===== src/logic/irq_ctrl_pkg.sv =====
// Package: register map, field positions and types for the interrupt block
package irq_ctrl_pkg;
   // ****************************************************************
   // Register byte addresses on the register bus
   // ****************************************************************
   localparam logic [7:0] ADDR_CPU_STATUS_WORD = 8'h00;
   localparam logic [7:0] ADDR_CORE_CONTROL = 8'h04;
   localparam logic [7:0] ADDR_INT_CONTROL_ONE = 8'h08;
   localparam logic [7:0] ADDR_INT_CONTROL_TWO = 8'h0C;
   localparam logic [7:0] ADDR_REQ_FLAGS_FIRST = 8'h10;
   localparam logic [7:0] ADDR_REQ_ENABLES_FIRST = 8'h14;
   localparam logic [7:0] ADDR_REQ_PRIO_BASE = 8'h18;
   localparam logic [7:0] ADDR_PENDING_VECTOR_STATUS = 8'h28;
   localparam int NUM_PRIO_REGS = 4;
   localparam int SRC_PER_PRIO_REG = 4;
   localparam int PRIO_SLOT = 4;

   // ****************************************************************
   // Field positions
   // ****************************************************************
   localparam int CPU_LEVEL_LSB = 5;          // cpu_status_word 7:5
   localparam int CPU_TOP_BIT = 3;            // core_control bit 3
   localparam int NESTING_DISABLE_BIT = 15;
   localparam int ACC_A_OVF_BIT = 14;
   localparam int ACC_B_OVF_BIT = 13;
   localparam int ACC_A_CAT_BIT = 12;
   localparam int ACC_B_CAT_BIT = 11;
   localparam int ACC_A_OVF_TE_BIT = 10;
   localparam int ACC_B_OVF_TE_BIT = 9;
   localparam int CAT_TE_BIT = 8;
   localparam int BAD_SHIFT_BIT = 7;
   localparam int ARITH_BIT = 6;
   localparam int DMA_FAULT_BIT = 5;
   localparam int MATH_TRAP_BIT = 4;
   localparam int ADDR_FAULT_BIT = 3;
   localparam int STACK_FAULT_BIT = 2;
   localparam int CLOCK_LOSS_BIT = 1;
   localparam int ALT_VECTOR_BIT = 15;        // interrupt_control_two
   localparam int NUM_EXT_PINS = 5;
   localparam logic [6:0] FIRST_USER_VECTOR = 7'h08;
   localparam logic [15:0] RESET_REG16 = 16'h0000;
   localparam logic [3:0] USER_LEVEL_LIMIT = 4'h7;

   // AXI responses
   localparam logic [1:0] RESP_OKAY = 2'b00;
   localparam logic [1:0] RESP_SLVERR = 2'b10;

   // ****************************************************************
   // Types
   // ****************************************************************
   typedef struct packed {
      logic acc_a_overflow;
      logic acc_b_overflow;
      logic acc_a_catastrophic;
      logic acc_b_catastrophic;
      logic bad_shift;
      logic arith_error;
      logic dma_fault;
      logic address_fault;
      logic stack_fault;
      logic clock_loss;
   } trap_events_t;

   typedef struct packed {
      logic valid;
      logic [6:0] vector;
      logic [3:0] level;
   } pending_t;
endpackage


===== src/logic/irq_priority_ctrl.sv =====
// Interrupt priority, request flags and trap status block with AXI4-Lite
`timescale 1ns/10ps
`default_nettype none
// Behaviour
// - Each source owns a flag; hardware sets it, only software clears it.
// - A source with its enable clear is never taken; flag still sets.
// - Each user source has a 3-bit programmable priority, levels 0..7.
// - Pending vector latched into 7-bit field, its level into 4-bit field.
// - Flags, enables, priorities in index order; source 0 at bit 0, 2:0.
// - CPU level low three bits at status word 7:5, software writable.
// - Fourth level bit at core control bit 3 cannot be set by software.
// - Level is top bit over 3-bit field; 111 is 7 or 15, users off.
// - With the top bit set all user interrupts are blocked.
// - While nesting is disabled the 3-bit level field ignores writes.
// - Trap flags: A overflow 14, B overflow 13, A/B catastrophic 12, 11.
// - Trap enables: A overflow 10, B overflow 9, catastrophic 8.
// - Math trap cause: bit 7 bad shift, bit 6 arithmetic error.
// - Bits 3, 2, 1 record address, stack, clock loss traps; bit 0 zero.
// - Control two sets external pin edge polarity and alternate table.
module irq_priority_ctrl #(
   parameter int NUM_SRC = 16
) (
   input wire logic CLK_SYS,
   input wire logic RST_N,
   // AXI4-Lite slave
   input wire logic [7:0] S_AXI_AWADDR,
   input wire logic S_AXI_AWVALID,
   output logic S_AXI_AWREADY,
   input wire logic [31:0] S_AXI_WDATA,
   input wire logic [3:0] S_AXI_WSTRB,
   input wire logic S_AXI_WVALID,
   output logic S_AXI_WREADY,
   output logic [1:0] S_AXI_BRESP,
   output logic S_AXI_BVALID,
   input wire logic S_AXI_BREADY,
   input wire logic [7:0] S_AXI_ARADDR,
   input wire logic S_AXI_ARVALID,
   output logic S_AXI_ARREADY,
   output logic [31:0] S_AXI_RDATA,
   output logic [1:0] S_AXI_RRESP,
   output logic S_AXI_RVALID,
   input wire logic S_AXI_RREADY,
   // Request sources and traps
   input wire logic [NUM_SRC-1:0] SRC_REQ,
   input wire logic [irq_ctrl_pkg::NUM_EXT_PINS-1:0] EXT_PIN,
   input wire irq_ctrl_pkg::trap_events_t TRAP_EVENT,
   // Processor core side
   input wire logic CORE_ACK,
   input wire logic CORE_TRAP_ENTER,
   output irq_ctrl_pkg::pending_t PENDING,
   output logic [3:0] CPU_LEVEL,
   output logic ALT_VECTOR,
   output logic TRAP_PENDING,
   output logic [irq_ctrl_pkg::NUM_EXT_PINS-1:0] EXT_EDGE
);
   // ****************************************************************
   // State
   // ****************************************************************
   logic [2:0] cpu_priority_level;
   logic cpu_priority_top_bit;
   logic [15:0] interrupt_control_one;
   logic [15:0] interrupt_control_two;
   logic [NUM_SRC-1:0] request_flags_first;
   logic [NUM_SRC-1:0] request_enables_first;
   logic [2:0] prio [NUM_SRC];
   irq_ctrl_pkg::pending_t pending_vector_status;
   logic [irq_ctrl_pkg::NUM_EXT_PINS-1:0] pin_meta, pin_sync, pin_last;

   // Bus holding registers
   logic aw_held, w_held;
   logic [7:0] aw_addr;
   logic [31:0] w_data;
   logic [3:0] w_strb;
   logic wr_fire;
   logic [31:0] next_rdata;
   logic rd_hit;

   // Byte-lane merge of a 16-bit register
   function automatic logic [15:0] merge16(input logic [15:0] old,
                                           input logic [31:0] data,
                                           input logic [3:0] strb);
      logic [15:0] res;
      res = old;
      if (strb[0]) res[7:0] = data[7:0];
      if (strb[1]) res[15:8] = data[15:8];
      return res;
   endfunction

   // ****************************************************************
   // AXI4-Lite write channel
   // ****************************************************************
   assign S_AXI_AWREADY = !aw_held && !S_AXI_BVALID;
   assign S_AXI_WREADY = !w_held && !S_AXI_BVALID;
   assign wr_fire = aw_held && w_held && !S_AXI_BVALID;

   // Address and data are caught independently, either order
   always_ff @(posedge CLK_SYS) begin
      if (!RST_N) begin
         aw_held <= 1'b0;
         w_held <= 1'b0;
         aw_addr <= '0;
         w_data <= '0;
         w_strb <= '0;
      end else begin
         if (S_AXI_AWVALID && S_AXI_AWREADY) begin
            aw_held <= 1'b1;
            aw_addr <= S_AXI_AWADDR;
         end else if (wr_fire) begin
            aw_held <= 1'b0;
         end
         if (S_AXI_WVALID && S_AXI_WREADY) begin
            w_held <= 1'b1;
            w_data <= S_AXI_WDATA;
            w_strb <= S_AXI_WSTRB;
         end else if (wr_fire) begin
            w_held <= 1'b0;
         end
      end
   end

   // Write response; unmapped or read-only address answers SLVERR
   always_ff @(posedge CLK_SYS) begin
      if (!RST_N) begin
         S_AXI_BVALID <= 1'b0;
         S_AXI_BRESP <= irq_ctrl_pkg::RESP_OKAY;
      end else if (wr_fire) begin
         S_AXI_BVALID <= 1'b1;
         S_AXI_BRESP <= addr_ok(aw_addr) ? irq_ctrl_pkg::RESP_OKAY
                                         : irq_ctrl_pkg::RESP_SLVERR;
      end else if (S_AXI_BREADY) begin
         S_AXI_BVALID <= 1'b0;
      end
   end

   function automatic logic addr_ok(input logic [7:0] a);
      return (a == irq_ctrl_pkg::ADDR_CPU_STATUS_WORD) ||
             (a == irq_ctrl_pkg::ADDR_CORE_CONTROL) ||
             (a == irq_ctrl_pkg::ADDR_INT_CONTROL_ONE) ||
             (a == irq_ctrl_pkg::ADDR_INT_CONTROL_TWO) ||
             (a == irq_ctrl_pkg::ADDR_REQ_FLAGS_FIRST) ||
             (a == irq_ctrl_pkg::ADDR_REQ_ENABLES_FIRST) ||
             ((a >= irq_ctrl_pkg::ADDR_REQ_PRIO_BASE) &&
              (a < irq_ctrl_pkg::ADDR_PENDING_VECTOR_STATUS) &&
              (a[1:0] == 2'b00));
   endfunction

   // ****************************************************************
   // CPU priority level
   // ****************************************************************
   // Field follows software unless nesting is disabled; the core's
   // acknowledge raises it to the taken level and wins over software
   always_ff @(posedge CLK_SYS) begin
      if (!RST_N) begin
         cpu_priority_level <= 3'b000;
      end else if (CORE_ACK && PENDING.valid) begin
         cpu_priority_level <= PENDING.level[2:0];
      end else if (wr_fire && w_strb[0] &&
                   aw_addr == irq_ctrl_pkg::ADDR_CPU_STATUS_WORD &&
                   !interrupt_control_one[
                      irq_ctrl_pkg::NESTING_DISABLE_BIT]) begin
         cpu_priority_level <=
            w_data[irq_ctrl_pkg::CPU_LEVEL_LSB +: 3];
      end
   end

   // Top bit: only trap entry sets it; a software write can clear only
   always_ff @(posedge CLK_SYS) begin
      if (!RST_N) begin
         cpu_priority_top_bit <= 1'b0;
      end else if (CORE_TRAP_ENTER) begin
         cpu_priority_top_bit <= 1'b1;
      end else if (wr_fire &&
                   aw_addr == irq_ctrl_pkg::ADDR_CORE_CONTROL &&
                   w_strb[0] &&
                   !w_data[irq_ctrl_pkg::CPU_TOP_BIT]) begin
         cpu_priority_top_bit <= 1'b0;
      end
   end

   assign CPU_LEVEL = {cpu_priority_top_bit, cpu_priority_level};

   // ****************************************************************
   // Control one: nesting disable, trap flags, enables, causes
   // ****************************************************************
   logic [15:0] trap_set;
   logic math_event;

   // Overflows only count as traps while their enable bit is set
   always_comb begin
      trap_set = '0;
      trap_set[irq_ctrl_pkg::ACC_A_OVF_BIT] = TRAP_EVENT.acc_a_overflow &&
         interrupt_control_one[irq_ctrl_pkg::ACC_A_OVF_TE_BIT];
      trap_set[irq_ctrl_pkg::ACC_B_OVF_BIT] = TRAP_EVENT.acc_b_overflow &&
         interrupt_control_one[irq_ctrl_pkg::ACC_B_OVF_TE_BIT];
      trap_set[irq_ctrl_pkg::ACC_A_CAT_BIT] =
         TRAP_EVENT.acc_a_catastrophic &&
         interrupt_control_one[irq_ctrl_pkg::CAT_TE_BIT];
      trap_set[irq_ctrl_pkg::ACC_B_CAT_BIT] =
         TRAP_EVENT.acc_b_catastrophic &&
         interrupt_control_one[irq_ctrl_pkg::CAT_TE_BIT];
      trap_set[irq_ctrl_pkg::BAD_SHIFT_BIT] = TRAP_EVENT.bad_shift;
      trap_set[irq_ctrl_pkg::ARITH_BIT] = TRAP_EVENT.arith_error;
      trap_set[irq_ctrl_pkg::DMA_FAULT_BIT] = TRAP_EVENT.dma_fault;
      trap_set[irq_ctrl_pkg::ADDR_FAULT_BIT] = TRAP_EVENT.address_fault;
      trap_set[irq_ctrl_pkg::STACK_FAULT_BIT] = TRAP_EVENT.stack_fault;
      trap_set[irq_ctrl_pkg::CLOCK_LOSS_BIT] = TRAP_EVENT.clock_loss;
      math_event = |trap_set[irq_ctrl_pkg::ACC_A_OVF_BIT:
                             irq_ctrl_pkg::ARITH_BIT];
      trap_set[irq_ctrl_pkg::MATH_TRAP_BIT] = math_event;
   end

   // Hardware set wins over a software clear in the same cycle
   always_ff @(posedge CLK_SYS) begin
      if (!RST_N) begin
         interrupt_control_one <= irq_ctrl_pkg::RESET_REG16;
      end else begin
         if (wr_fire && aw_addr == irq_ctrl_pkg::ADDR_INT_CONTROL_ONE) begin
            interrupt_control_one <= (merge16(interrupt_control_one,
               w_data, w_strb) | trap_set) & 16'hFFFE;
         end else begin
            interrupt_control_one <= interrupt_control_one | trap_set;
         end
      end
   end

   // Any trap status bit set asks the core for a trap
   assign TRAP_PENDING = |interrupt_control_one[
      irq_ctrl_pkg::ACC_A_OVF_BIT:irq_ctrl_pkg::ACC_B_CAT_BIT] ||
      |interrupt_control_one[irq_ctrl_pkg::DMA_FAULT_BIT:
                             irq_ctrl_pkg::CLOCK_LOSS_BIT];

   // ****************************************************************
   // Control two and external pins
   // ****************************************************************
   always_ff @(posedge CLK_SYS) begin
      if (!RST_N) begin
         interrupt_control_two <= irq_ctrl_pkg::RESET_REG16;
      end else if (wr_fire &&
                   aw_addr == irq_ctrl_pkg::ADDR_INT_CONTROL_TWO) begin
         interrupt_control_two <= merge16(interrupt_control_two, w_data,
            w_strb) & 16'h801F;
      end
   end

   assign ALT_VECTOR = interrupt_control_two[irq_ctrl_pkg::ALT_VECTOR_BIT];

   // Pins are asynchronous; two flops before any edge logic sees them
   always_ff @(posedge CLK_SYS) begin
      if (!RST_N) begin
         pin_meta <= '0;
         pin_sync <= '0;
         pin_last <= '0;
      end else begin
         pin_meta <= EXT_PIN;
         pin_sync <= pin_meta;
         pin_last <= pin_sync;
      end
   end

   // Polarity bit one picks falling edges, zero rising edges
   always_comb begin
      for (int p = 0; p < irq_ctrl_pkg::NUM_EXT_PINS; p++) begin
         EXT_EDGE[p] = interrupt_control_two[p] ?
            (pin_last[p] && !pin_sync[p]) :
            (!pin_last[p] && pin_sync[p]);
      end
   end

   // ****************************************************************
   // Request flags, enables, priorities
   // ****************************************************************
   logic [NUM_SRC-1:0] src_set;
   always_comb begin
      src_set = SRC_REQ;
      src_set[0] = SRC_REQ[0] || EXT_EDGE[0];   // Pin 0 is source 0
   end

   always_ff @(posedge CLK_SYS) begin
      if (!RST_N) begin
         request_flags_first <= '0;
      end else if (wr_fire &&
                   aw_addr == irq_ctrl_pkg::ADDR_REQ_FLAGS_FIRST) begin
         request_flags_first <= merge16(request_flags_first, w_data,
                                        w_strb) | src_set;
      end else begin
         request_flags_first <= request_flags_first | src_set;
      end
   end

   always_ff @(posedge CLK_SYS) begin
      if (!RST_N) begin
         request_enables_first <= '0;
      end else if (wr_fire &&
                   aw_addr == irq_ctrl_pkg::ADDR_REQ_ENABLES_FIRST) begin
         request_enables_first <= merge16(request_enables_first, w_data,
                                          w_strb);
      end
   end

   // Four sources per priority register, 3 bits in each nibble
   always_ff @(posedge CLK_SYS) begin
      if (!RST_N) begin
         for (int s = 0; s < NUM_SRC; s++) prio[s] <= 3'b000;
      end else if (wr_fire) begin
         for (int s = 0; s < NUM_SRC; s++) begin
            if (aw_addr == irq_ctrl_pkg::ADDR_REQ_PRIO_BASE +
                8'((s / irq_ctrl_pkg::SRC_PER_PRIO_REG) * 4) &&
                w_strb[(s % irq_ctrl_pkg::SRC_PER_PRIO_REG) / 2]) begin
               prio[s] <= w_data[(s % irq_ctrl_pkg::SRC_PER_PRIO_REG) *
                                 irq_ctrl_pkg::PRIO_SLOT +: 3];
            end
         end
      end
   end

   // ****************************************************************
   // Arbitration and pending vector latch
   // ****************************************************************
   irq_ctrl_pkg::pending_t next_pending;
   always_comb begin
      next_pending = '0;
      for (int s = 0; s < NUM_SRC; s++) begin
         // Strict compare keeps the lower index on a tie
         if (request_flags_first[s] && request_enables_first[s] &&
             {1'b0, prio[s]} > CPU_LEVEL &&
             (!next_pending.valid ||
              prio[s] > next_pending.level[2:0])) begin
            next_pending.valid = 1'b1;
            next_pending.vector = irq_ctrl_pkg::FIRST_USER_VECTOR + 7'(s);
            next_pending.level = {1'b0, prio[s]};
         end
      end
   end

   // A registered copy; the core sees it one cycle after the cause
   always_ff @(posedge CLK_SYS) begin
      if (!RST_N) begin
         pending_vector_status <= '0;
      end else begin
         pending_vector_status <= next_pending;
      end
   end

   assign PENDING = pending_vector_status;

   // ****************************************************************
   // AXI4-Lite read channel
   // ****************************************************************
   always_comb begin
      next_rdata = '0;
      rd_hit = 1'b1;
      case (S_AXI_ARADDR)
         irq_ctrl_pkg::ADDR_CPU_STATUS_WORD:
            next_rdata[irq_ctrl_pkg::CPU_LEVEL_LSB +: 3] = cpu_priority_level;
         irq_ctrl_pkg::ADDR_CORE_CONTROL:
            next_rdata[irq_ctrl_pkg::CPU_TOP_BIT] = cpu_priority_top_bit;
         irq_ctrl_pkg::ADDR_INT_CONTROL_ONE:
            next_rdata[15:0] = interrupt_control_one;
         irq_ctrl_pkg::ADDR_INT_CONTROL_TWO:
            next_rdata[15:0] = interrupt_control_two;
         irq_ctrl_pkg::ADDR_REQ_FLAGS_FIRST:
            next_rdata[NUM_SRC-1:0] = request_flags_first;
         irq_ctrl_pkg::ADDR_REQ_ENABLES_FIRST:
            next_rdata[NUM_SRC-1:0] = request_enables_first;
         irq_ctrl_pkg::ADDR_PENDING_VECTOR_STATUS: begin
            next_rdata[6:0] = pending_vector_status.vector;
            next_rdata[11:8] = pending_vector_status.level;
         end
         default: begin
            rd_hit = 1'b0;
            for (int s = 0; s < NUM_SRC; s++) begin
               if (S_AXI_ARADDR == irq_ctrl_pkg::ADDR_REQ_PRIO_BASE +
                   8'((s / irq_ctrl_pkg::SRC_PER_PRIO_REG) * 4)) begin
                  rd_hit = 1'b1;
                  next_rdata[(s % irq_ctrl_pkg::SRC_PER_PRIO_REG) *
                             irq_ctrl_pkg::PRIO_SLOT +: 3] = prio[s];
               end
            end
         end
      endcase
   end

   assign S_AXI_ARREADY = !S_AXI_RVALID;

   // Read data held until the master takes it
   always_ff @(posedge CLK_SYS) begin
      if (!RST_N) begin
         S_AXI_RVALID <= 1'b0;
         S_AXI_RDATA <= '0;
         S_AXI_RRESP <= irq_ctrl_pkg::RESP_OKAY;
      end else if (S_AXI_ARVALID && S_AXI_ARREADY) begin
         S_AXI_RVALID <= 1'b1;
         S_AXI_RDATA <= next_rdata;
         S_AXI_RRESP <= rd_hit ? irq_ctrl_pkg::RESP_OKAY
                               : irq_ctrl_pkg::RESP_SLVERR;
      end else if (S_AXI_RREADY) begin
         S_AXI_RVALID <= 1'b0;
      end
   end
endmodule // irq_priority_ctrl
`default_nettype wire


===== config.mk =====
export PLATFORM = sky130hd
export DESIGN_NAME = irq_priority_ctrl
export DESIGN_NICKNAME = d
export VERILOG_FILES = /design/src/logic/irq_ctrl_pkg.sv /design/src/logic/irq_priority_ctrl.sv
export SDC_FILE = /design/constraint.sdc
export NUM_CORES = 1
export LEC_CHECK = 0
export BUFFER_PORTS_ARGS = -buffer_cell sky130_fd_sc_hd__buf_2
export CAP_MARGIN = 20
export CORE_MARGIN = 5
export CORE_UTILIZATION = 59
export CTS_CLUSTER_DIAMETER = 100
export CTS_CLUSTER_SIZE = 24
export DETAILED_ROUTE_END_ITERATION = 16
export MAX_ROUTING_LAYER = met4
export PLACE_DENSITY_LB_ADDON = 0.1
export SYNTH_ARGS = -nofsm -noshare
export SYNTH_HDL_FRONTEND = slang
export SYNTH_SLANG_ARGS = --single-unit

===== constraint.sdc =====
create_clock -name CLK_SYS -period 26.2 [get_ports CLK_SYS]
set_input_delay 2.62 -clock CLK_SYS [delete_from_list [all_inputs] [get_ports CLK_SYS]]
set_output_delay 2.62 -clock CLK_SYS [all_outputs]
set_load 0.02 [all_outputs]

==> flow_metrics.py, run 1 <==
metrics = {
    "status": {
        "outcome": "finished clean",
    },
    "floorplan": {
        "die_x_um": 147,
        "fp.dieH_um": 147,
        "start_util_pct": 59.5,
        "core_area_um2": 18500,
        "fp.dieArea_um2": 21500,
        "num_io_pins": 156,
        "num_rows": 50,
    },
    "pwr": {
        "p_switching_uw": 168,
        "combPwrFrac_pct": 10.3,
        "peakVddDrop_mv": 0.0530,
        "power_frac_seq_pct": 49.3,
        "p_per_area_nw_per_um2": 50.8,
        "switching_share_pct": 26.8,
        "leakagePower_nw": 4.99,
        "pwr-share-clk_pct": 40.5,
        "p_int_uw": 458,
    },
    "finish": {
        "synthToLayoutAreaGrowth_pct": 11.7,
        "final_nets": 1555,
        "final_cell_mix": "nand2_1 (145), dfxtp_1 (129), nor2_1 (122), buf_2 (116), a21oi_1 (94)",
        "final_cell_area_um2": 12300,
        "antenna_cells": 0,
        "layout_commonest_cell": "nand2_1",
        "drive_above_1_share_pct": 14.3,
    },
    "synth": {
        "synth-async-reset-ratio_pct": 0,
        "synth_fa_ha_area_share_pct": 9.88,
        "yosysSeqAreaShare_pct": 36.5,
        "synth-edff-count": 48,
        "synthMuxAreaShare_pct": 5.69,
        "synth_compound_gate_area_share_pct": 23.3,
        "synth_cell_type_count": 90,
        "yosysWarnings": 0,
        "postSynthAreaPerCell_um2": 8.66,
        "ys.flop_type": "dfxtp_1",
        "synth_top_family_by_area": "compound AO/OA/AOI/OAI gates",
        "syn_area_um2": 11000,
        "synth_cells": 1272,
        "synth_xor_area_share_pct": 0,
        "synth_seq_cells": 177,
        "yosys.area_share.simple_pct": 19.1,
    },
    "timing": {
        "setup_ws_ns": 2.05,
        "fmax_ghz": 0.0414,
        "tns_ns": 0,
        "rsz0062_at_grt": "no",
        "finalCriticalPeriod_ns": 24.15,
        "min_period_over_period_pct": 92.2,
        "hold_viol": 0,
        "tightest_slew_ns": 1.05,
        "setup_violations": 0,
        "final_max_slew_viol_count": 0,
        "slew_headroom_pct": 30.0,
        "skew_ns": 0.00814,
        "hold_slack_ns": 0.434,
    },
    "clocking": {
        "clk_latency_ns": 0.43,
        "clk_pin_slew_ns": 0.07,
        "cts_sinks": 177,
        "cts_hold_buf": 0,
        "cts_setup_buffers": 0,
        "cts_buffers": 17,
        "cts-root-buf": "clkbuf_16",
        "cts_tree": "yes",
        "cts.htree.levels": 4,
        "ctsLongestPathBuffers": 2,
        "ctsResizeCount": 0,
    },
    "hold_path": {
        "hp-class": "flip-flop to flip-flop",
        "holdPathStages": 1,
    },
    "routing": {
        "drt_iter0_markers": 915,
        "routed.top_layer": "met4",
        "dr_wl_met3_um": 3420,
        "route.met2.wl_um": 14700,
        "viasPerCell": 6.22,
        "drt-total-wl_um": 33700,
        "drc": 0,
        "drt_pre_antenna_iters": 6,
        "drt-met1-wl_um": 14300,
        "drt-wirelength-per-cell_um": 20.8,
        "num_vias": 10092,
        "postRouteAntennaNets": 0,
    },
    "worst_setup_path": {
        "cp_common_cell": "ha_1",
        "rr_worst_depth": 118,
        "criticalPathCategory": "flip-flop to flip-flop",
        "critPathArrivalTime_ns": 24.47,
        "slowest_stage": "o21ai_1",
        "critPathMaxFanout": 16,
        "crit_buf_inv": 6,
        "required_ns": 26.52,
        "start_kind": "flip-flop",
        "critPathMaxStageDelay_ns": 0.55,
        "cp.depth": 118,
        "crit_path_end_kind": "flip-flop",
        "cpLargestDelayFamily": "compound AO/OA/AOI/OAI gates",
    },
    "placement": {
        "gp_congestion": 0.979,
        "placed_area_um2": 11700,
        "pre_cts_slack_ns": 2.52,
        "hpwlAfterDp_um": 26000,
        "io_buffers": 116,
    },
    "global_routing": {
        "antenna_found_initial": 0,
        "grt_pass1_vias": 9325,
        "grt_use_total_pct": 31.3,
        "grt_max_degree": 84,
        "grt_pass1_wl_um": 51500,
        "gr-total-overflow": 0,
    },
    "flow_run": {
        "maxCapViolations": 0,
    },
}
power groups by stage:
stage	combinational (mW)	clock, mW	sequential (mW)
after global placement	0.0620	0	0.313
final	0.0642	0.253	0.308
after floorplan	0.0442	0	0.309
after detailed placement	0.0633	0	0.313
after global routing	0.0715	0.266	0.309
after CTS	0.0637	0.255	0.307
cells by family after synthesis:
logic type	Yosys count
multiplexers	61
AO/OA/AOI/OAI	365
buffers and inverters	137
AND/OR/NAND/NOR	444
other	1
flip-flops	177
adder cells (fa/ha/maj)	87
final timing paths:
kind	from	endpoint	slack, ns
max	cpu_priority_level[1]$_SDFFE_PN0P_	PENDING[8]$_SDFF_PN0_	2.05
min	pin_meta[4]$_SDFF_PN0_	pin_sync[4]$_SDFF_PN0_	0.43
max reg2reg	cpu_priority_level[1]$_SDFFE_PN0P_	PENDING[8]$_SDFF_PN0_	2.05
min reg2reg	pin_meta[4]$_SDFF_PN0_	pin_sync[4]$_SDFF_PN0_	0.43
through the flow:
step           util (%)  cells  power [mW]
3_3_place_gp       63.3   1589       0.375
6_report           66.5   1622       0.625
4_1_cts            66.4   1620       0.626
3_5_place_dp       63.3   1589       0.377
5_1_grt            66.5   1622       0.647
2_1_floorplan         -   1292       0.353
area by class of cell:
type,instances,area (um^2)
Sequential cell,177,4020
Tap cell,234,293
Fill cell,1576,6200
Clock inverter,11,114
Inverter,75,282
Clock buffer,20,468
Timing Repair Buffer,127,663
Multi-Input combinational cell,978,6470
worst reg2reg max path, delay by kind of cell (launching register included):
| family | cells | cell delay [ns] |
|---|---|---|
| AOI/OAI and AO/OA | 56 | 11.44 |
| adders and majority gates | 16 | 4.64 |
| buffers and inverters | 6 | 0.61 |
| DFF | 1 | 0.41 |
| muxes | 4 | 1.43 |
| and+or+nand+nor | 36 | 5.52 |
sequential cells by signal, summed over array words and instances, names as in the netlist, 2 cells and up:
| signal | cells |
|---|---|
| interrupt_control_one | 15 |
| w_data | 16 |
| aw_addr | 8 |
| pin_sync | 5 |
| pin_meta | 5 |
| S_AXI_RDATA | 16 |
| request_enables_first | 16 |
| w_strb | 2 |
| request_flags_first | 16 |
| cpu_priority_level | 3 |
| prio | 48 |
| interrupt_control_two | 6 |
| pin_last | 5 |
| PENDING | 9 |
Yosys cell counts (all sizes together) (3+ instances only):
library cell / number / area share, %
nand3: 38 / 1.7
o21ai: 71 / 3.4
inv: 75 / 2.6
a211oi: 18 / 1.3
a21oi: 94 / 4.3
and3: 8 / 0.45
clkbuf: 35 / 1.2
o311ai: 4 / 0.45
a31oi: 29 / 1.8
a32oi: 4 / 0.49
nand2: 145 / 4.9
and4: 10 / 0.84
a222oi: 7 / 0.64
ha: 87 / 9.9
nand2b: 14 / 0.79
o21a: 16 / 1.1
nand3b: 7 / 0.48
o31ai: 6 / 0.70
edfxtp: 48 / 13
buf: 27 / 1.8
or3: 6 / 0.34
o211ai: 11 / 0.84
a211o: 3 / 0.24
nor2: 122 / 4.2
dfxtp: 129 / 23
a21boi: 3 / 0.20
mux2i: 54 / 4.9
a41oi: 4 / 0.39
mux2: 7 / 0.75
a221o: 8 / 0.73
and2: 29 / 1.7
a21o: 18 / 1.2
nor2b: 20 / 1.1
a221oi: 16 / 1.3
nor3: 17 / 0.77
a22oi: 23 / 1.7
nor4: 5 / 0.34
or2: 7 / 0.40
nand4: 10 / 0.57
a311oi: 8 / 0.69
routing by layer:
metal	GRT usage [%]	up-vias
li1	-	4852
met1	41.7	4670
met2	46.2	497
met3	7.85	73
met4	11.5	0
met5	-	-
Power figures use the tool's default switching activity.
==> inputs of run 2 (changes only) <==
--- a/config.mk
+++ b/config.mk
@@ -5,10 +5,11 @@
 export SDC_FILE = /design/constraint.sdc
 export NUM_CORES = 1
 export LEC_CHECK = 0
+export ABC_AREA = 1
 export BUFFER_PORTS_ARGS = -buffer_cell sky130_fd_sc_hd__buf_2
 export CAP_MARGIN = 20
 export CORE_MARGIN = 5
-export CORE_UTILIZATION = 59
+export CORE_UTILIZATION = 58
 export CTS_CLUSTER_DIAMETER = 100
 export CTS_CLUSTER_SIZE = 24
 export DETAILED_ROUTE_END_ITERATION = 16
==> constraint.sdc (replaced) <==
create_clock -name CLK_SYS -period 25.3 [get_ports CLK_SYS]
set_input_delay 2.53 -clock CLK_SYS [delete_from_list [all_inputs] [get_ports CLK_SYS]]
set_output_delay 2.53 -clock CLK_SYS [all_outputs]
set_load 0.02 [all_outputs]
==> run 2 against run 1 <==
Net effect:
- wire length decreased by 5.9%
- clock power increased by 5%
- count of clock-buffer cells in the layout increased by 2
- global-route usage decreased by 1.3 points
- sequential power increased by 2%
- non-clock buffer count decreased by 2
- first-iteration DRC count decreased by 3.7%
- design area decreased by 2.4%
- critical path type unchanged
==> flow_metrics.py, run 2 <==
metrics = {
    "status": {
        "outcome": "finished clean",
    },
    "timing": {
        "rsz0062_at_grt": "no",
        "skew_ns": 0.0110,
        "slew_headroom_pct": 21.6,
        "min_period_over_period_pct": 69.6,
        "hold_viol": 0,
        "final_max_slew_viol_count": 0,
        "fmax_ghz": 0.0568,
        "setup_violations": 0,
        "tightest_slew_ns": 1.16,
        "finalCriticalPeriod_ns": 17.60,
        "tns_ns": 0,
    },
    "finish": {
        "regMostFlops": "prio",
        "layout_commonest_cell": "nand2_1",
        "antenna_cells": 0,
        "final_cell_area_um2": 12000,
        "largest_reg_flops": 48,
        "final_util_pct": 66.7,
        "final_cell_mix": "nand2_1 (264), inv_1 (208), nor2_1 (155), dfxtp_1 (129), buf_2 (116)",
        "synthToLayoutAreaGrowth_pct": 12.4,
        "fill_cells": 1653,
        "drive_above_1_share_pct": 13.9,
        "final_nets": 1738,
    },
    "synth": {
        "synth_cell_type_count": 45,
        "yosysTopAreaCellShare_pct": 24.2,
        "yosysSeqAreaShare_pct": 37.6,
        "syn_area_um2": 10700,
        "synth-async-reset-ratio_pct": 0,
        "synthTopCellsByCount": "nand2_1 (264), inv_1 (208), nor2_1 (155)",
        "synth_cells": 1448,
        "synth.area.top_cells": "dfxtp_1 (24%), edfxtp_1 (13%), ha_1 (10%), nand2_1 (9.3%), inv_1 (7.3%)",
        "yosysMostFrequentCell": "nand2_1",
        "yosysWarnings": 0,
        "yosysTopAreaCell": "dfxtp_1",
        "postSynthAreaPerCell_um2": 7.38,
        "synth_seq_cells": 177,
        "synth-edff-count": 48,
        "ys.flop_type": "dfxtp_1",
    },
    "routing": {
        "drt_pre_antenna_iters": 6,
        "drt_iter0_markers": 881,
        "postRouteAntennaNets": 0,
        "num_vias": 10280,
        "drt-wirelength-per-cell_um": 17.6,
        "drt-total-wl_um": 31700,
        "drc": 0,
        "viasPerCell": 5.71,
    },
    "worst_setup_path": {
        "start_kind": "flip-flop",
        "rr_worst_depth": 138,
        "criticalPathCategory": "flip-flop to flip-flop",
        "critPathMaxFanout": 17,
        "critPathMaxStageDelay_ns": 0.37,
        "slowest_stage": "dfxtp_1",
        "required_ns": 25.67,
        "cp_common_cell": "nand2_1",
        "crit_path_end_kind": "flip-flop",
        "critPathArrivalTime_ns": 17.96,
    },
    "pwr": {
        "finalPower_uw": 650,
        "leakagePower_nw": 5.72,
        "peakVddDrop_mv": 0.0397,
        "p_per_area_nw_per_um2": 54.1,
    },
    "flow_run": {
        "maxCapViolations": 0,
    },
    "clocking": {
        "clk_pin_slew_ns": 0.07,
        "cts_tree": "yes",
        "cts.htree.levels": 4,
        "ctsResizeCount": 0,
        "clk_latency_ns": 0.43,
        "cts_setup_buffers": 0,
        "cts_hold_buf": 0,
        "cts_sinks": 177,
        "ctsLongestPathBuffers": 2,
        "cts_buffers": 17,
        "cts-root-buf": "clkbuf_16",
    },
    "placement": {
        "hpwlAfterDp_um": 24600,
        "gp_congestion": 0.974,
        "placed_area_um2": 11400,
        "io_buffers": 116,
    },
    "floorplan": {
        "num_io_pins": 156,
        "start_util_pct": 59.3,
        "core_area_um2": 18000,
        "fp.dieArea_um2": 21200,
        "num_rows": 49,
        "fp.dieH_um": 146,
        "die_x_um": 146,
    },
    "global_routing": {
        "grt_use_total_pct": 30.0,
        "grt_pass1_vias": 9461,
        "antenna_found_initial": 0,
        "grt_max_degree": 60,
        "grt_pass1_wl_um": 49700,
        "gr-total-overflow": 0,
    },
    "hold_path": {
        "holdPathStages": 2,
        "hp-class": "flip-flop to flip-flop",
    },
}
[run 2: logic make-up (layout without fill, tap and decap cells)]
| kind of cell | after synthesis | after routing | share of synthesized area (%) |
|---|---|---|---|
| AO/OA/AOI/OAI | 296 | 296 | 16.0 |
| adder cells (fa/ha/maj) | 87 | 87 | 10.2 |
| flip-flops | 177 | 177 | 37.6 |
| other | 1 | 21 | 0.0351 |
| AND/OR/NAND/NOR | 616 | 616 | 25.8 |
| buffers and inverters | 271 | 375 | 10.3 |
[run 2: per-layer routing]
| layer | share of wire (%) | wire (um) | vias up | global-route usage (%) |
|---|---|---|---|---|
| li1 | - | - | 5047 | - |
| met1 | 42 | 13400 | 4646 | 39.4 |
| met2 | 45 | 14200 | 498 | 46.1 |
| met3 | 8.2 | 2590 | 89 | 4.36 |
| met4 | 4.8 | 1510 | 0 | 13.4 |
| met5 | 0 | 0 | - | - |
[run 2: where the power goes]
part	internal, mW	total (mW)	switching, mW
combinational	0.0228	0.0694	0.0466
clock	0.148	0.265	0.117
sequential	0.304	0.315	0.0117
[run 2: final cells by class]
cell class	instances	area (um^2)	share of cell area, %
clock buffer	22	517	4.30
clock inverter	10	83.8	0.698
inverter	218	818	6.81
multi-input combinational	1020	5640	46.9
sequential	177	4020	33.5
tap	229	287	2.38
timing repair buffer	125	648	5.39
[run 2: final timing paths]
| path | end | slack [ns] | from |
|---|---|---|---|
| setup / recovery | PENDING[7]$_SDFF_PP0_ | 7.70 | cpu_priority_level[2]$_SDFFE_PN0P_ |
| hold / removal | pin_sync[1]$_SDFF_PN0_ | 0.41 | pin_meta[1]$_SDFF_PN0_ |
| setup reg to reg | PENDING[7]$_SDFF_PP0_ | 7.70 | cpu_priority_level[2]$_SDFFE_PN0P_ |
| hold reg to reg | pin_sync[1]$_SDFF_PN0_ | 0.41 | pin_meta[1]$_SDFF_PN0_ |
[run 2: worst max-delay path, delay by kind of cell (launching register included)]
family,cells,cell delay [ns]
AOI/OAI and AO/OA,24,3.51
and+or+nand+nor,87,7.71
DFF,1,0.37
buffers and inverters,11,0.77
adders and majority gates,16,5.17
[run 2: metrics by stage]
step | cells | worst slack [ns] | hold WS [ns]
2_1_floorplan | 1468 | 9.94 | 0.390
3_3_place_gp | 1768 | 8.36 | 0.393
3_5_place_dp | 1769 | 8.02 | 0.400
4_1_cts | 1801 | 7.83 | 0.416
5_1_grt | 1801 | 5.75 | 0.433
6_report | 1801 | 7.70 | 0.413
